<file path="config.mk">
export PLATFORM = sky130hd
export DESIGN_NAME = alarm_qualify_and_mask
export DESIGN_NICKNAME = d
export VERILOG_FILES = /design/src/rtl/alarm_qualify_pkg.sv /design/src/rtl/alarm_qualify_and_mask.sv
export SDC_FILE = /design/constraint.sdc
export NUM_CORES = 1
export LEC_CHECK = 0
export BUFFER_PORTS_ARGS = -buffer_cell sky130_fd_sc_hd__buf_4
export CAP_MARGIN = 15
export CORE_ASPECT_RATIO = 1.1
export CORE_MARGIN = 2
export CORE_UTILIZATION = 55
export CTS_BUF_LIST = sky130_fd_sc_hd__clkbuf_4 sky130_fd_sc_hd__clkbuf_8
export CTS_CLUSTER_DIAMETER = 60
export DETAILED_ROUTE_END_ITERATION = 16
export HOLD_SLACK_MARGIN = 0.08
export PLACE_DENSITY_LB_ADDON = 0.1
export SLEW_MARGIN = 40
export SYNTH_ARGS = -nofsm -noshare
export SYNTH_HDL_FRONTEND = slang
export SYNTH_SLANG_ARGS = --single-unit
</file>
<file path="constraint.sdc">
create_clock -name sys_clk -period 5.05 [get_ports sys_clk]
set_input_delay 0.2525 -clock sys_clk [delete_from_list [all_inputs] [get_ports sys_clk]]
set_output_delay 0.2525 -clock sys_clk [all_outputs]
set_load 0.01 [all_outputs]
</file>
<file path="src/rtl/alarm_qualify_pkg.sv">
package alarm_qualify_pkg;
   // APB geometry
   localparam int ADDR_W = 12;
   localparam int DATA_W = 32;
   // Register indices; the byte address is four times the index
   localparam logic [9:0] CFG1_INDEX = 10'h04d;
   localparam logic [9:0] ALARM_CTRL_INDEX = 10'h04e;
   localparam logic [9:0] STATUS_INDEX = 10'h04f;
   localparam logic [9:0] PIN_CTRL_INDEX = 10'h060;
   // Reset values
   localparam logic [15:0] CFG1_RESET = 16'h0070;
   localparam logic [15:0] ALARM_CTRL_RESET = 16'h0000;
   localparam logic [15:0] PIN_CTRL_RESET = 16'h0001;
   // Writable bits of each register
   localparam logic [15:0] CFG1_WMASK = 16'h03f8;
   localparam logic [15:0] ALARM_CTRL_WMASK = 16'h7ffc;
   localparam logic [15:0] PIN_CTRL_WMASK = 16'h0001;
   // Configuration register 1 fields
   localparam int CH_COUNT_LSB = 5;
   localparam int CH_COUNT_W = 3;
   localparam int TEMP_COUNT_LSB = 3;
   localparam int TEMP_COUNT_W = 2;
   // Alarm control fields
   localparam int HOLD_DISABLE_BIT = 2;
   // Pin control fields
   localparam int PIN_ENABLE_BIT = 0;
   // Source layout in status and control bits
   localparam int SRC_HI = 14;
   localparam int SRC_LO = 3;
   localparam int CHAN_LO = 11;
   localparam int OVER_TEMP_BIT = 2;
   // Consecutive-sample counter width, holds up to 256
   localparam int CNT_W = 9;
   localparam logic [CNT_W-1:0] CNT_MAX = 9'h100;
endpackage : alarm_qualify_pkg

</file>
<file path="src/rtl/alarm_qualify_and_mask.sv">
// What this block does
// Channel count code selects 1 to 256
// Temperature count code selects 1 to 8
// Flag sets after N consecutive bad samples
// Enable bits never affect flag setting
// Over-temperature flag drives pin whenever the pin enable is set
// Bit 14 gates channel 0 onto pin
// Bit 13 gates channel 1 onto pin
// Bit 12 gates channel 2 onto pin
// Bit 11 gates channel 3 onto pin
// Bits 10, 9 gate local temperature
// Bits 8, 7 gate remote one
// Bits 6, 5 gate remote two
// Bit 4 gates remote one fault
// Bit 3 gates remote two fault
// Hold disabled: flags follow the condition
// Held flag clears after subside and read
// Control bits 15, 1, 0 read zero
// Control register at 4Eh, resets zero
// Alarm pin is active low
// In-range sample restarts the count
// Count fields in config register 1
// Status read clears flags, reasserted later; here a read clears only flags whose condition is gone, live ones stay set
// Pin is OR of masked flags, inverted
//
// The APB slave port was left to the implementer.
`timescale 1ns/1ps
`default_nettype none

module alarm_qualify_and_mask (
   input wire logic sys_clk,
   input wire logic rst_n,
   input wire logic psel,
   input wire logic penable,
   input wire logic pwrite,
   input wire logic [alarm_qualify_pkg::ADDR_W-1:0] paddr,
   input wire logic [alarm_qualify_pkg::DATA_W-1:0] pwdata,
   output logic [alarm_qualify_pkg::DATA_W-1:0] prdata,
   output logic pready,
   output logic pslverr,
   input wire logic sample_strobe,
   input wire logic [alarm_qualify_pkg::SRC_HI:alarm_qualify_pkg::OVER_TEMP_BIT] source_bad,
   output logic alarm_n
);
   import alarm_qualify_pkg::*;

   // Consecutive samples needed for a count code
   // Channel code 0 means one sample, code k above 0 means 2 to the k+1
   // Temperature and fault codes are a plain power of two
   // The result fits the counter width, so 256 is the largest target
   // Kept as a function so both targets share one encoder
   function automatic logic [CNT_W-1:0] needed_samples(input logic is_chan,
                                                       input logic [2:0] code);
      logic [3:0] shift;
      shift = 4'h0;
      if (is_chan) begin
         shift = (code == 3'h0) ? 4'h0 : {1'b0, code} + 4'h1;
      end else begin
         shift = {2'h0, code[1:0]};
      end
      needed_samples = CNT_W'(9'h001 << shift);
   endfunction : needed_samples

   // Software-visible registers and their next values
   logic [15:0] cfg1_q;
   logic [15:0] cfg1_d;
   logic [15:0] alarm_ctrl_q;
   logic [15:0] alarm_ctrl_d;
   logic [15:0] pin_ctrl_q;
   logic [15:0] pin_ctrl_d;

   // Status flags, qualified conditions and this sample's set events
   logic [SRC_HI:OVER_TEMP_BIT] flag_q;
   logic [SRC_HI:OVER_TEMP_BIT] flag_d;
   logic [SRC_HI:OVER_TEMP_BIT] cond_q;
   logic [SRC_HI:OVER_TEMP_BIT] cond_d;
   logic [SRC_HI:OVER_TEMP_BIT] set_event;

   // One run-length counter per counted source; over-temperature has none
   logic [CNT_W-1:0] cnt_q [SRC_HI:SRC_LO];
   logic [CNT_W-1:0] cnt_d [SRC_HI:SRC_LO];

   // Next values of the registered outputs
   logic [DATA_W-1:0] prdata_d;
   logic pready_d;
   logic pslverr_d;
   logic alarm_n_d;

   // Bus decode: word index from the byte address
   // Byte lanes are ignored; each register is one aligned word
   // An unmapped index answers with an error and reads zero
   // Writes to the status word are dropped without an error
   // Status is cleared only by a completed read, never by the setup alone
   wire [9:0] word_index = paddr[ADDR_W-1:2];
   wire hit_cfg1 = (word_index == CFG1_INDEX);
   wire hit_ctrl = (word_index == ALARM_CTRL_INDEX);
   wire hit_status = (word_index == STATUS_INDEX);
   wire hit_pin = (word_index == PIN_CTRL_INDEX);
   wire hit_any = hit_cfg1 | hit_ctrl | hit_status | hit_pin;
   wire setup_phase = psel & ~penable;
   wire access_done = psel & penable & pready;
   wire do_write = access_done & pwrite & hit_any;
   wire status_read = access_done & ~pwrite & hit_status;

   // count fields held in config register 1
   wire [2:0] ch_code = cfg1_q[CH_COUNT_LSB +: CH_COUNT_W];
   wire [2:0] temp_code = {1'b0, cfg1_q[TEMP_COUNT_LSB +: TEMP_COUNT_W]};
   // channel target
   wire [CNT_W-1:0] ch_needed = needed_samples(1'b1, ch_code);
   // temperature target
   wire [CNT_W-1:0] temp_needed = needed_samples(1'b0, temp_code);
   // hold-disable bit chooses following flags
   wire flag_hold_disable = alarm_ctrl_q[HOLD_DISABLE_BIT];
   // Master pin enable; with it low nothing reaches the pin
   wire pin_enable = pin_ctrl_q[PIN_ENABLE_BIT];

   // Per-source pin enables from the alarm control register
   // channel 0 and pair 0+/1-
   wire ain0_pin_enable = alarm_ctrl_q[SRC_HI];
   // channel 1
   wire ain1_pin_enable = alarm_ctrl_q[SRC_HI-1];
   // channel 2 and pair 2+/3-
   wire ain2_pin_enable = alarm_ctrl_q[SRC_HI-2];
   // channel 3
   wire ain3_pin_enable = alarm_ctrl_q[CHAN_LO];
   // on-die sensor low and high
   wire local_temp_low_pin_enable = alarm_ctrl_q[CHAN_LO-1];
   wire local_temp_high_pin_enable = alarm_ctrl_q[CHAN_LO-2];
   // remote diode one low and high
   wire remote1_low_pin_enable = alarm_ctrl_q[CHAN_LO-3];
   wire remote1_high_pin_enable = alarm_ctrl_q[CHAN_LO-4];
   // remote diode two low and high
   wire remote2_low_pin_enable = alarm_ctrl_q[CHAN_LO-5];
   wire remote2_high_pin_enable = alarm_ctrl_q[CHAN_LO-6];
   // remote diode one fault
   wire remote1_fault_pin_enable = alarm_ctrl_q[SRC_LO+1];
   // remote diode two fault
   wire remote2_fault_pin_enable = alarm_ctrl_q[SRC_LO];

   // Status flags by source; bit i of status matches bit i of control for bits 14 to 3
   wire ain0_range_flag = flag_q[SRC_HI];
   wire ain1_range_flag = flag_q[SRC_HI-1];
   wire ain2_range_flag = flag_q[SRC_HI-2];
   wire ain3_range_flag = flag_q[CHAN_LO];
   wire local_temp_low_flag = flag_q[CHAN_LO-1];
   wire local_temp_high_flag = flag_q[CHAN_LO-2];
   wire remote1_low_flag = flag_q[CHAN_LO-3];
   wire remote1_high_flag = flag_q[CHAN_LO-4];
   wire remote2_low_flag = flag_q[CHAN_LO-5];
   wire remote2_high_flag = flag_q[CHAN_LO-6];
   wire remote1_fault_flag = flag_q[SRC_LO+1];
   wire remote2_fault_flag = flag_q[SRC_LO];
   // Over-temperature has no enable of its own
   wire over_temperature_flag = flag_q[OVER_TEMP_BIT];

   // Each flag gated by its own enable; the flag itself is never gated
   wire ain0_drive = ain0_range_flag & ain0_pin_enable;
   wire ain1_drive = ain1_range_flag & ain1_pin_enable;
   wire ain2_drive = ain2_range_flag & ain2_pin_enable;
   wire ain3_drive = ain3_range_flag & ain3_pin_enable;
   wire local_temp_low_drive = local_temp_low_flag & local_temp_low_pin_enable;
   wire local_temp_high_drive = local_temp_high_flag & local_temp_high_pin_enable;
   wire remote1_low_drive = remote1_low_flag & remote1_low_pin_enable;
   wire remote1_high_drive = remote1_high_flag & remote1_high_pin_enable;
   wire remote2_low_drive = remote2_low_flag & remote2_low_pin_enable;
   wire remote2_high_drive = remote2_high_flag & remote2_high_pin_enable;
   wire remote1_fault_drive = remote1_fault_flag & remote1_fault_pin_enable;
   wire remote2_fault_drive = remote2_fault_flag & remote2_fault_pin_enable;

   // Qualification counters, advanced once per conversion sample
   // The compare uses the next count so the flag sets on the Nth strobe
   // Counters saturate, so a long bad run keeps the condition high
   // Fault sources share the temperature target
   // A good sample drops the condition at once; latching is left to the flags
   always_comb begin
      cond_d = cond_q;
      set_event = '0;
      for (int i = SRC_LO; i <= SRC_HI; i++) begin
         cnt_d[i] = cnt_q[i];
         if (sample_strobe) begin
            if (source_bad[i]) begin
               // set after N in a row
               if (cnt_q[i] != CNT_MAX) begin
                  cnt_d[i] = cnt_q[i] + 9'h001;
               end
               if ((cnt_q[i] + 9'h001) >= ((i >= CHAN_LO) ? ch_needed : temp_needed)) begin
                  cond_d[i] = 1'b1;
                  set_event[i] = 1'b1;
               end
            end else begin
               // in-range sample restarts count
               cnt_d[i] = '0;
               cond_d[i] = 1'b0;
            end
         end
      end
      // Over-temperature carries no qualification count
      if (sample_strobe) begin
         cond_d[OVER_TEMP_BIT] = source_bad[OVER_TEMP_BIT];
         set_event[OVER_TEMP_BIT] = source_bad[OVER_TEMP_BIT];
      end
   end

   // Flag update; a set in the read cycle wins over the clear
   // A read only clears flags whose condition is gone; a live one stays
   // So a live flag stays set through the read instead of being cleared and set again at the next conversion
   // Switching to follow mode copies the conditions at once
   always_comb begin
      flag_d = flag_q;
      for (int i = OVER_TEMP_BIT; i <= SRC_HI; i++) begin
         if (flag_hold_disable) begin
            // flags follow the qualified condition
            flag_d[i] = cond_d[i];
         end else begin
            // hold until subsided and read
            // read clears the flag only once its condition is gone
            if (status_read && !cond_d[i]) begin
               flag_d[i] = 1'b0;
            end
            // flags set without regard to enables
            if (set_event[i]) begin
               flag_d[i] = 1'b1;
            end
         end
      end
   end

   // Register writes take effect at the completing access edge
   // Masks keep reserved bits at zero whatever software writes
   // Conversion-rate bits are stored only; nothing here uses them
   always_comb begin
      cfg1_d = cfg1_q;
      alarm_ctrl_d = alarm_ctrl_q;
      pin_ctrl_d = pin_ctrl_q;
      if (do_write && hit_cfg1) begin
         cfg1_d = pwdata[15:0] & CFG1_WMASK;
      end
      if (do_write && hit_ctrl) begin
         // reserved control bits stay zero
         alarm_ctrl_d = pwdata[15:0] & ALARM_CTRL_WMASK;
      end
      if (do_write && hit_pin) begin
         pin_ctrl_d = pwdata[15:0] & PIN_CTRL_WMASK;
      end
   end

   // Read data is latched in the setup cycle, so status shows pre-clear flags
   // A flag set during the access is not lost: it was not cleared
   // Upper half of the word always reads zero
   always_comb begin
      prdata_d = prdata;
      if (setup_phase) begin
         prdata_d = '0;
         if (hit_cfg1) begin
            prdata_d[15:0] = cfg1_q;
         end
         if (hit_ctrl) begin
            prdata_d[15:0] = alarm_ctrl_q;
         end
         if (hit_status) begin
            prdata_d[SRC_HI:OVER_TEMP_BIT] = flag_q;
         end
         if (hit_pin) begin
            prdata_d[15:0] = pin_ctrl_q;
         end
      end
   end

   // No wait state: ready rises in the first access cycle
   assign pready_d = setup_phase;
   assign pslverr_d = setup_phase & ~hit_any;

   // masked OR of flags drives the pin
   // per-channel enables in the mask
   // temperature and fault enables
   // over-temperature bypasses the mask
   // pin is low while an alarm is active
   assign alarm_n_d = ~(pin_enable & (ain0_drive |
                                      ain1_drive |
                                      ain2_drive |
                                      ain3_drive |
                                      local_temp_low_drive |
                                      local_temp_high_drive |
                                      remote1_low_drive |
                                      remote1_high_drive |
                                      remote2_low_drive |
                                      remote2_high_drive |
                                      remote1_fault_drive |
                                      remote2_fault_drive |
                                      over_temperature_flag));

   // Configuration and control registers
   // After reset every source but over-temperature is masked and flags are latched
   // The pin enable resets high so over-temperature is seen at once
   always_ff @(posedge sys_clk) begin
      if (!rst_n) begin
         cfg1_q <= CFG1_RESET;
         // control register resets to zero
         alarm_ctrl_q <= ALARM_CTRL_RESET;
         pin_ctrl_q <= PIN_CTRL_RESET;
      end else begin
         cfg1_q <= cfg1_d;
         alarm_ctrl_q <= alarm_ctrl_d;
         pin_ctrl_q <= pin_ctrl_d;
      end
   end

   // Counters, conditions and flags
   // Reset clears every run so no stale count carries over
   always_ff @(posedge sys_clk) begin
      if (!rst_n) begin
         flag_q <= '0;
         cond_q <= '0;
         for (int i = SRC_LO; i <= SRC_HI; i++) begin
            cnt_q[i] <= '0;
         end
      end else begin
         flag_q <= flag_d;
         cond_q <= cond_d;
         for (int i = SRC_LO; i <= SRC_HI; i++) begin
            cnt_q[i] <= cnt_d[i];
         end
      end
   end

   // Bus answer and pin, all straight from flops
   // The pin lags the flags by one cycle; this keeps it glitch free
   // Reset leaves the pin released, high
   always_ff @(posedge sys_clk) begin
      if (!rst_n) begin
         prdata <= '0;
         pready <= 1'b0;
         pslverr <= 1'b0;
         alarm_n <= 1'b1;
      end else begin
         prdata <= prdata_d;
         pready <= pready_d;
         pslverr <= pslverr_d;
         alarm_n <= alarm_n_d;
      end
   end
endmodule : alarm_qualify_and_mask

`default_nettype wire

</file>
# After elaboration in Yosys (flattened, before gate mapping)
# Memories as Yosys holds them, arrays and structs flattened.
# Index checks and enable logic that the tools add are counted.
[word_totals]
ram_bits = 108
in_bits = 63
mem_count = 1
out_inout_bits = 35
reg_bits = 66
[classes]
n_lt_le_gt_ge = 12
n_reduce_logical = 43
mux = 168
n_shift = 2
addsub = 13
bitwise = 52
eq_ne = 16
[mem_list]
columns = ["name", "depth", "width", "read_ports", "rd_clocked_by_memory_dff", "write_ports", "line_no", "text"]
rows = [
  ["cnt_q", 12, 9, 12, 0, 12, "alarm_qualify_and_mask.sv:80", "logic [CNT_W-1:0] cnt_q [SRC_HI:SRC_LO];"],
]
[op_table]
columns = ["operator", "count"]
rows = [
  ["9-bit 2-to-1 mux", 48],
  ["1-bit 2-to-1 mux", 115],
  ["9-bit by 1-bit adder with 9-bit output (second input constant)", 12],
  ["9-bit greater-or-equal comparator", 12],
  ["9-bit != test (second input constant)", 12],
  ["10-bit by 7-bit equality test with 1-bit output (second input constant)", 4],
  ["3-bit nonzero test", 13],
  ["16-bit 2-to-1 mux", 2],
  ["1-bit bitwise OR", 27],
  ["1-bit AND", 21],
  ["1-bit logical AND", 16],
  ["1-bit logical NOT", 13],
  ["13-bit 2-to-1 mux", 1],
  ["10-bit 2-to-1 mux", 1],
  ["1-bit by 2-bit left shift with 9-bit output (first input constant)", 1],
  ["1-bit by 4-bit left shift with 9-bit output (first input constant)", 1],
  ["3-bit by 1-bit adder with 4-bit output (second input constant)", 1],
  ["4-bit 2-to-1 mux", 1],
  ["1-bit NOT", 4],
  ["3-bit logical NOT", 1],
]

# Logic depth before layout (Yosys ltp)
[logic_depth]
depth_word = 15
depth_mapped = 13
mapped_depth_nobuf = 12

# Least setup slack after synthesis
# No wires, ideal clock.
[synth_path]
path_type = "register to register"
from = "reg cfg1_q[5]"
to = "reg flag_q[11] in the netlist's numbering"
slack_ps = 2293
setup_ps = 129
arrival_ps = 2628
path_buffers = 1
period_less_slack_ps = 2757
stages_incl_launch_ff = 11
cell_sequence = "dfxtp_1 > clkbuf_1 > inv_1 > ha_1 > or3_1 > a211o_1 > ha_1 > a2111oi_0 > nor3_1 > o311ai_0 > nand2_1"
[synth_between]
elab_chain_cells = 10
elab_cells_between_ends = 16
[synth_lines]
columns = ["element", "line_no", "text"]
rows = [
  ["from (decl)", "alarm_qualify_and_mask.sv:65", "logic [15:0] cfg1_q;"],
  ["from (signal assigned)", "alarm_qualify_and_mask.sv:302", "cfg1_q <= cfg1_d;"],
  ["3-bit by 1-bit adder with 4-bit output or 3-bit logical NOT (tied branches)", "alarm_qualify_and_mask.sv:57", "shift = (code == 3'h0) ? 4'h0 : {1'b0, code} + 4'h1;"],
  ["4-bit 2-to-1 mux *", "alarm_qualify_and_mask.sv:57", ""],
  ["1-bit by 4-bit left shift with 9-bit output *", "alarm_qualify_and_mask.sv:61", "needed_samples = CNT_W'(9'h001 << shift);"],
  ["9-bit greater-or-equal comparator *", "alarm_qualify_and_mask.sv:186", "if ((cnt_q[i] + 9'h001) >= ((i >= CHAN_LO) ? ch_needed : temp_needed)) begin"],
  ["1-bit 2-to-1 mux", "alarm_qualify_and_mask.sv:186", ""],
  ["1-bit 2-to-1 mux", "alarm_qualify_and_mask.sv:181", "if (source_bad[i]) begin"],
  ["1-bit 2-to-1 mux", "alarm_qualify_and_mask.sv:180", "if (sample_strobe) begin"],
  ["1-bit logical NOT", "alarm_qualify_and_mask.sv:217", "if (status_read && !cond_d[i]) begin"],
  ["1-bit logical AND", "alarm_qualify_and_mask.sv:217", ""],
  ["3-bit nonzero test (no line)", "--", ""],
  ["to (signal assigned)", "alarm_qualify_and_mask.sv:318", "flag_q <= flag_d;"],
  ["to (decl)", "alarm_qualify_and_mask.sv:73", "logic [SRC_HI:OVER_TEMP_BIT] flag_q;"],
]
# Every way passes the cells marked *; elsewhere a longest branch is shown, timed or not.
# A chain may end at the register's enable or synchronous reset.

# Final worst setup path
[layout_path]
from = "reg cfg1_q[6]"
to = "reg flag_q[11] in the netlist's numbering"
# The elaborated chain is that of the path after synthesis.

==> flow_metrics.tcl <==
set metrics [dict create \
    yosys.area.top_type "dfxtp_1" \
    r2r_end "flag_q[11]" \
    yosysWarnings 0 \
    r2r_setup_slack_ns 1.88 \
    layout-drive-gt1-share_pct 10.3 \
    end_kind "register" \
    viasPerCell 5.93 \
    startpoint_type "register" \
    report.power.total_mw 2.69 \
    r2r_start "cfg1_q[6]" \
    max_freq_ghz 0.316 \
    rows 55 \
    crit_chain "ha_1, nand2_1, nor2_1, o21ai_0, a21oi_1, ha_1, nand2b_1, a2111oi_0, nor3_1, o311ai_0, nand2_1" \
    synth_edf_count 0 \
    placed_area_um2 11800 \
    drt-total-wl_um 27600 \
    max_cap_violations 0 \
    drcViolationCount 0 \
    post-route-period-util_pct 62.7 \
    final_util_pct 60.7 \
    hold_path.class "primary input to register" \
    finalCriticalPeriod_ns 3.17 \
    dp_cells 1673 \
    diodes 0 \
    dieArea_um2 21800 \
    cts_setup_buffers 0 \
    outcome "finished, final reports clean" \
    gp_congestion 0.843 \
    setup_ws_ns 1.88 \
    rsz0062_at_grt "no" \
    port-buffer-count 59 \
    synth_seq_area_share_pct 30.3 \
    die_h_um 155 \
    setup.worst_path.end "flag_q[11]" \
    ioPinCount 98 \
    grt_pass1_vias 9250 \
    cts_root_buffer "clkbuf_8" \
    rr_worst_depth 11 \
    initial_core_util_pct 55.6 \
    synth.avg_cell_area_um2 7.95 \
    design_area_um2 12400 \
    grt_max_degree 55 \
    pwr_density_cell_nw_per_um2 217 \
    setup_viol 0 \
    core-area_um2 20400 \
    ys.flop_type "dfxtp_1" \
    worstSetupPathType "register to register" \
    yosys.cell_types.count 76 \
    critPathLaunch "cfg1_q[6]" \
    grt_use_total_pct 25.4 \
    hold_viol_final 0 \
    dp_hpwl_um 19400 \
    worst_path_largest_cell_delay_ns 0.51 \
    synth-async-reset-ratio_pct 0 \
    clockBufferDepth 2 \
    ir_worst_vdd_v 0.000174 \
    detail_route.first_pass.iterations 5 \
    cp_slowest_cell "dfxtp_1" \
    layout_commonest_cell "nand2_1" \
    path_clk_slew_ns 0.08 \
    synthToLayoutAreaGrowth_pct 9.17 \
    antenna_found_initial 0 \
    grt_pass1_wl_um 45300 \
    fin_cells 1720 \
    nFillCells 1909 \
    ant_nets 0 \
    worstMarginPinSlew_ns 0.822 \
    drt_iter0_drc 469 \
    critPathMaxFanout 8 \
    cp.arrival_ns 3.52 \
    synthTopCellsByArea "dfxtp_1 (30%), ha_1 (11%), nand2_1 (5.9%)" \
    synth_cells 1430 \
    grt_overflow 0 \
    fin_skew_ns 0.0132 \
    fin_nets 1610 \
    post-place-ws_ns 1.89 \
    clock_latency_ns 0.48 \
    cts_max_level 4 \
    whs_ns 0.0968 \
    p_leak_nw 5.19 \
    cp_data_required_time_ns 5.41 \
    ys_ff_latch 172 \
    cts_made_buffers 17 \
    clock_sinks 172 \
    layout_common_cells "nand2_1 (178), dfxtp_1 (172), nor2_1 (126), ha_1 (96), a21oi_1 (87)" \
    finalSetupTns_ns 0 \
    report.final.slew_viol_count 0 \
    syn-cell-area_um2 11400 \
    wire_per_inst_um 16.0 \
    vias 10200 \
    cts_tree "built" \
    synth_top_area_share_pct 30.3 \
    relSlewSlack_pct 43.8 \
    fp.dieW_um 141 \
]
==> critical path: cells and delay by family, from the launching register on <==
kind	cells	cell delay, ns
flops	1	0.51
simple gates	5	0.56
fa+ha+maj	2	0.63
compound gates	4	1.34
==> worst min path at each step <==
stage                        start    endpoint  slack, ns  cells after the start
floorplan                pwdata[4]   cfg1_q[4]       0.38                      2
global route        source_bad[12]  cond_q[12]       0.10                      3
global placement        cond_q[11]  cond_q[11]       0.44                      2
finish              source_bad[11]  cond_q[11]        0.1                      3
CTS                  source_bad[9]   flag_q[9]       0.08                      3
detailed placement      prdata[11]  prdata[11]       0.45                      2
==> cell usage after synthesis, drive strengths merged, types with 5 or more instances <==
master / number
a21oi: 94
o311ai: 5
clkbuf: 70
buf: 27
and4: 17
mux2: 11
or3: 18
nand4: 25
nand2b: 14
nor3: 49
a22oi: 22
o211a: 9
o21a: 26
inv: 53
nor2: 127
dfxtp: 172
o211ai: 14
xnor2: 29
o21bai: 5
nor4: 5
ha: 96
a311oi: 10
a21boi: 15
nor3b: 15
o22ai: 7
and3: 8
nand3: 58
o21ai: 62
nand2: 178
a211oi: 11
mux2i: 32
a21o: 6
a2111oi: 8
or2: 14
nand4b: 7
a41oi: 7
o31ai: 12
a31oi: 14
nor2b: 15
xor2: 22
==> power by group <==
group / switching, mW / internal (mW)
Clock: 0.538 / 0.541
Combinational: 0.150 / 0.0864
Sequential: 0.0132 / 1.37
Total: 0.701 / 1.99
==> layer usage <==
metal	global-route usage [%]	vias to the layer above	wire (um)
li1	-	5165	-
met1	32.6	4810	12600
met2	44.5	181	13400
met3	2.97	41	890
met4	8.00	0	615
met5	0	-	0
==> registers in the layout (all words and copies together), names as in the netlist <==
signal,cells
cnt_q,108
prdata,14
flag_q,13
cfg1_q,7
pin_ctrl_q,1
alarm_n,1
alarm_ctrl_q,13
pready,1
pslverr,1
cond_q,13
==> area by class of cell <==
type | count | area, um2 | share of cell area, %
clock inverters | 11 | 156 | 1.26
well taps | 256 | 320 | 2.58
clock buffers | 21 | 283 | 2.28
inverters | 55 | 211 | 1.70
repair buffers | 82 | 653 | 5.26
multi-input cells | 1123 | 7350 | 59.2
flip-flops and latches | 172 | 3440 | 27.7
==> cells by family (layout without fill, tap and decap cells) <==
family	Yosys count	after routing	synth area share [%]
compound gates	343	343	20.4
other cells	1	18	0.0330
flops	172	172	30.3
xor+xnor	51	51	3.93
fa+ha+maj	96	96	10.6
mux	43	43	3.91
buf+inv	152	169	5.80
simple gates	572	572	25.1
==> repair_timing <==
| action | CTS | global route |
|---|---|---|
| gates resized for setup | 0 | 0 |
| hold buffers | 15 | 0 |
| hold endpoints to repair | 23 | 0 |
Power figures use the tool's default switching activity.
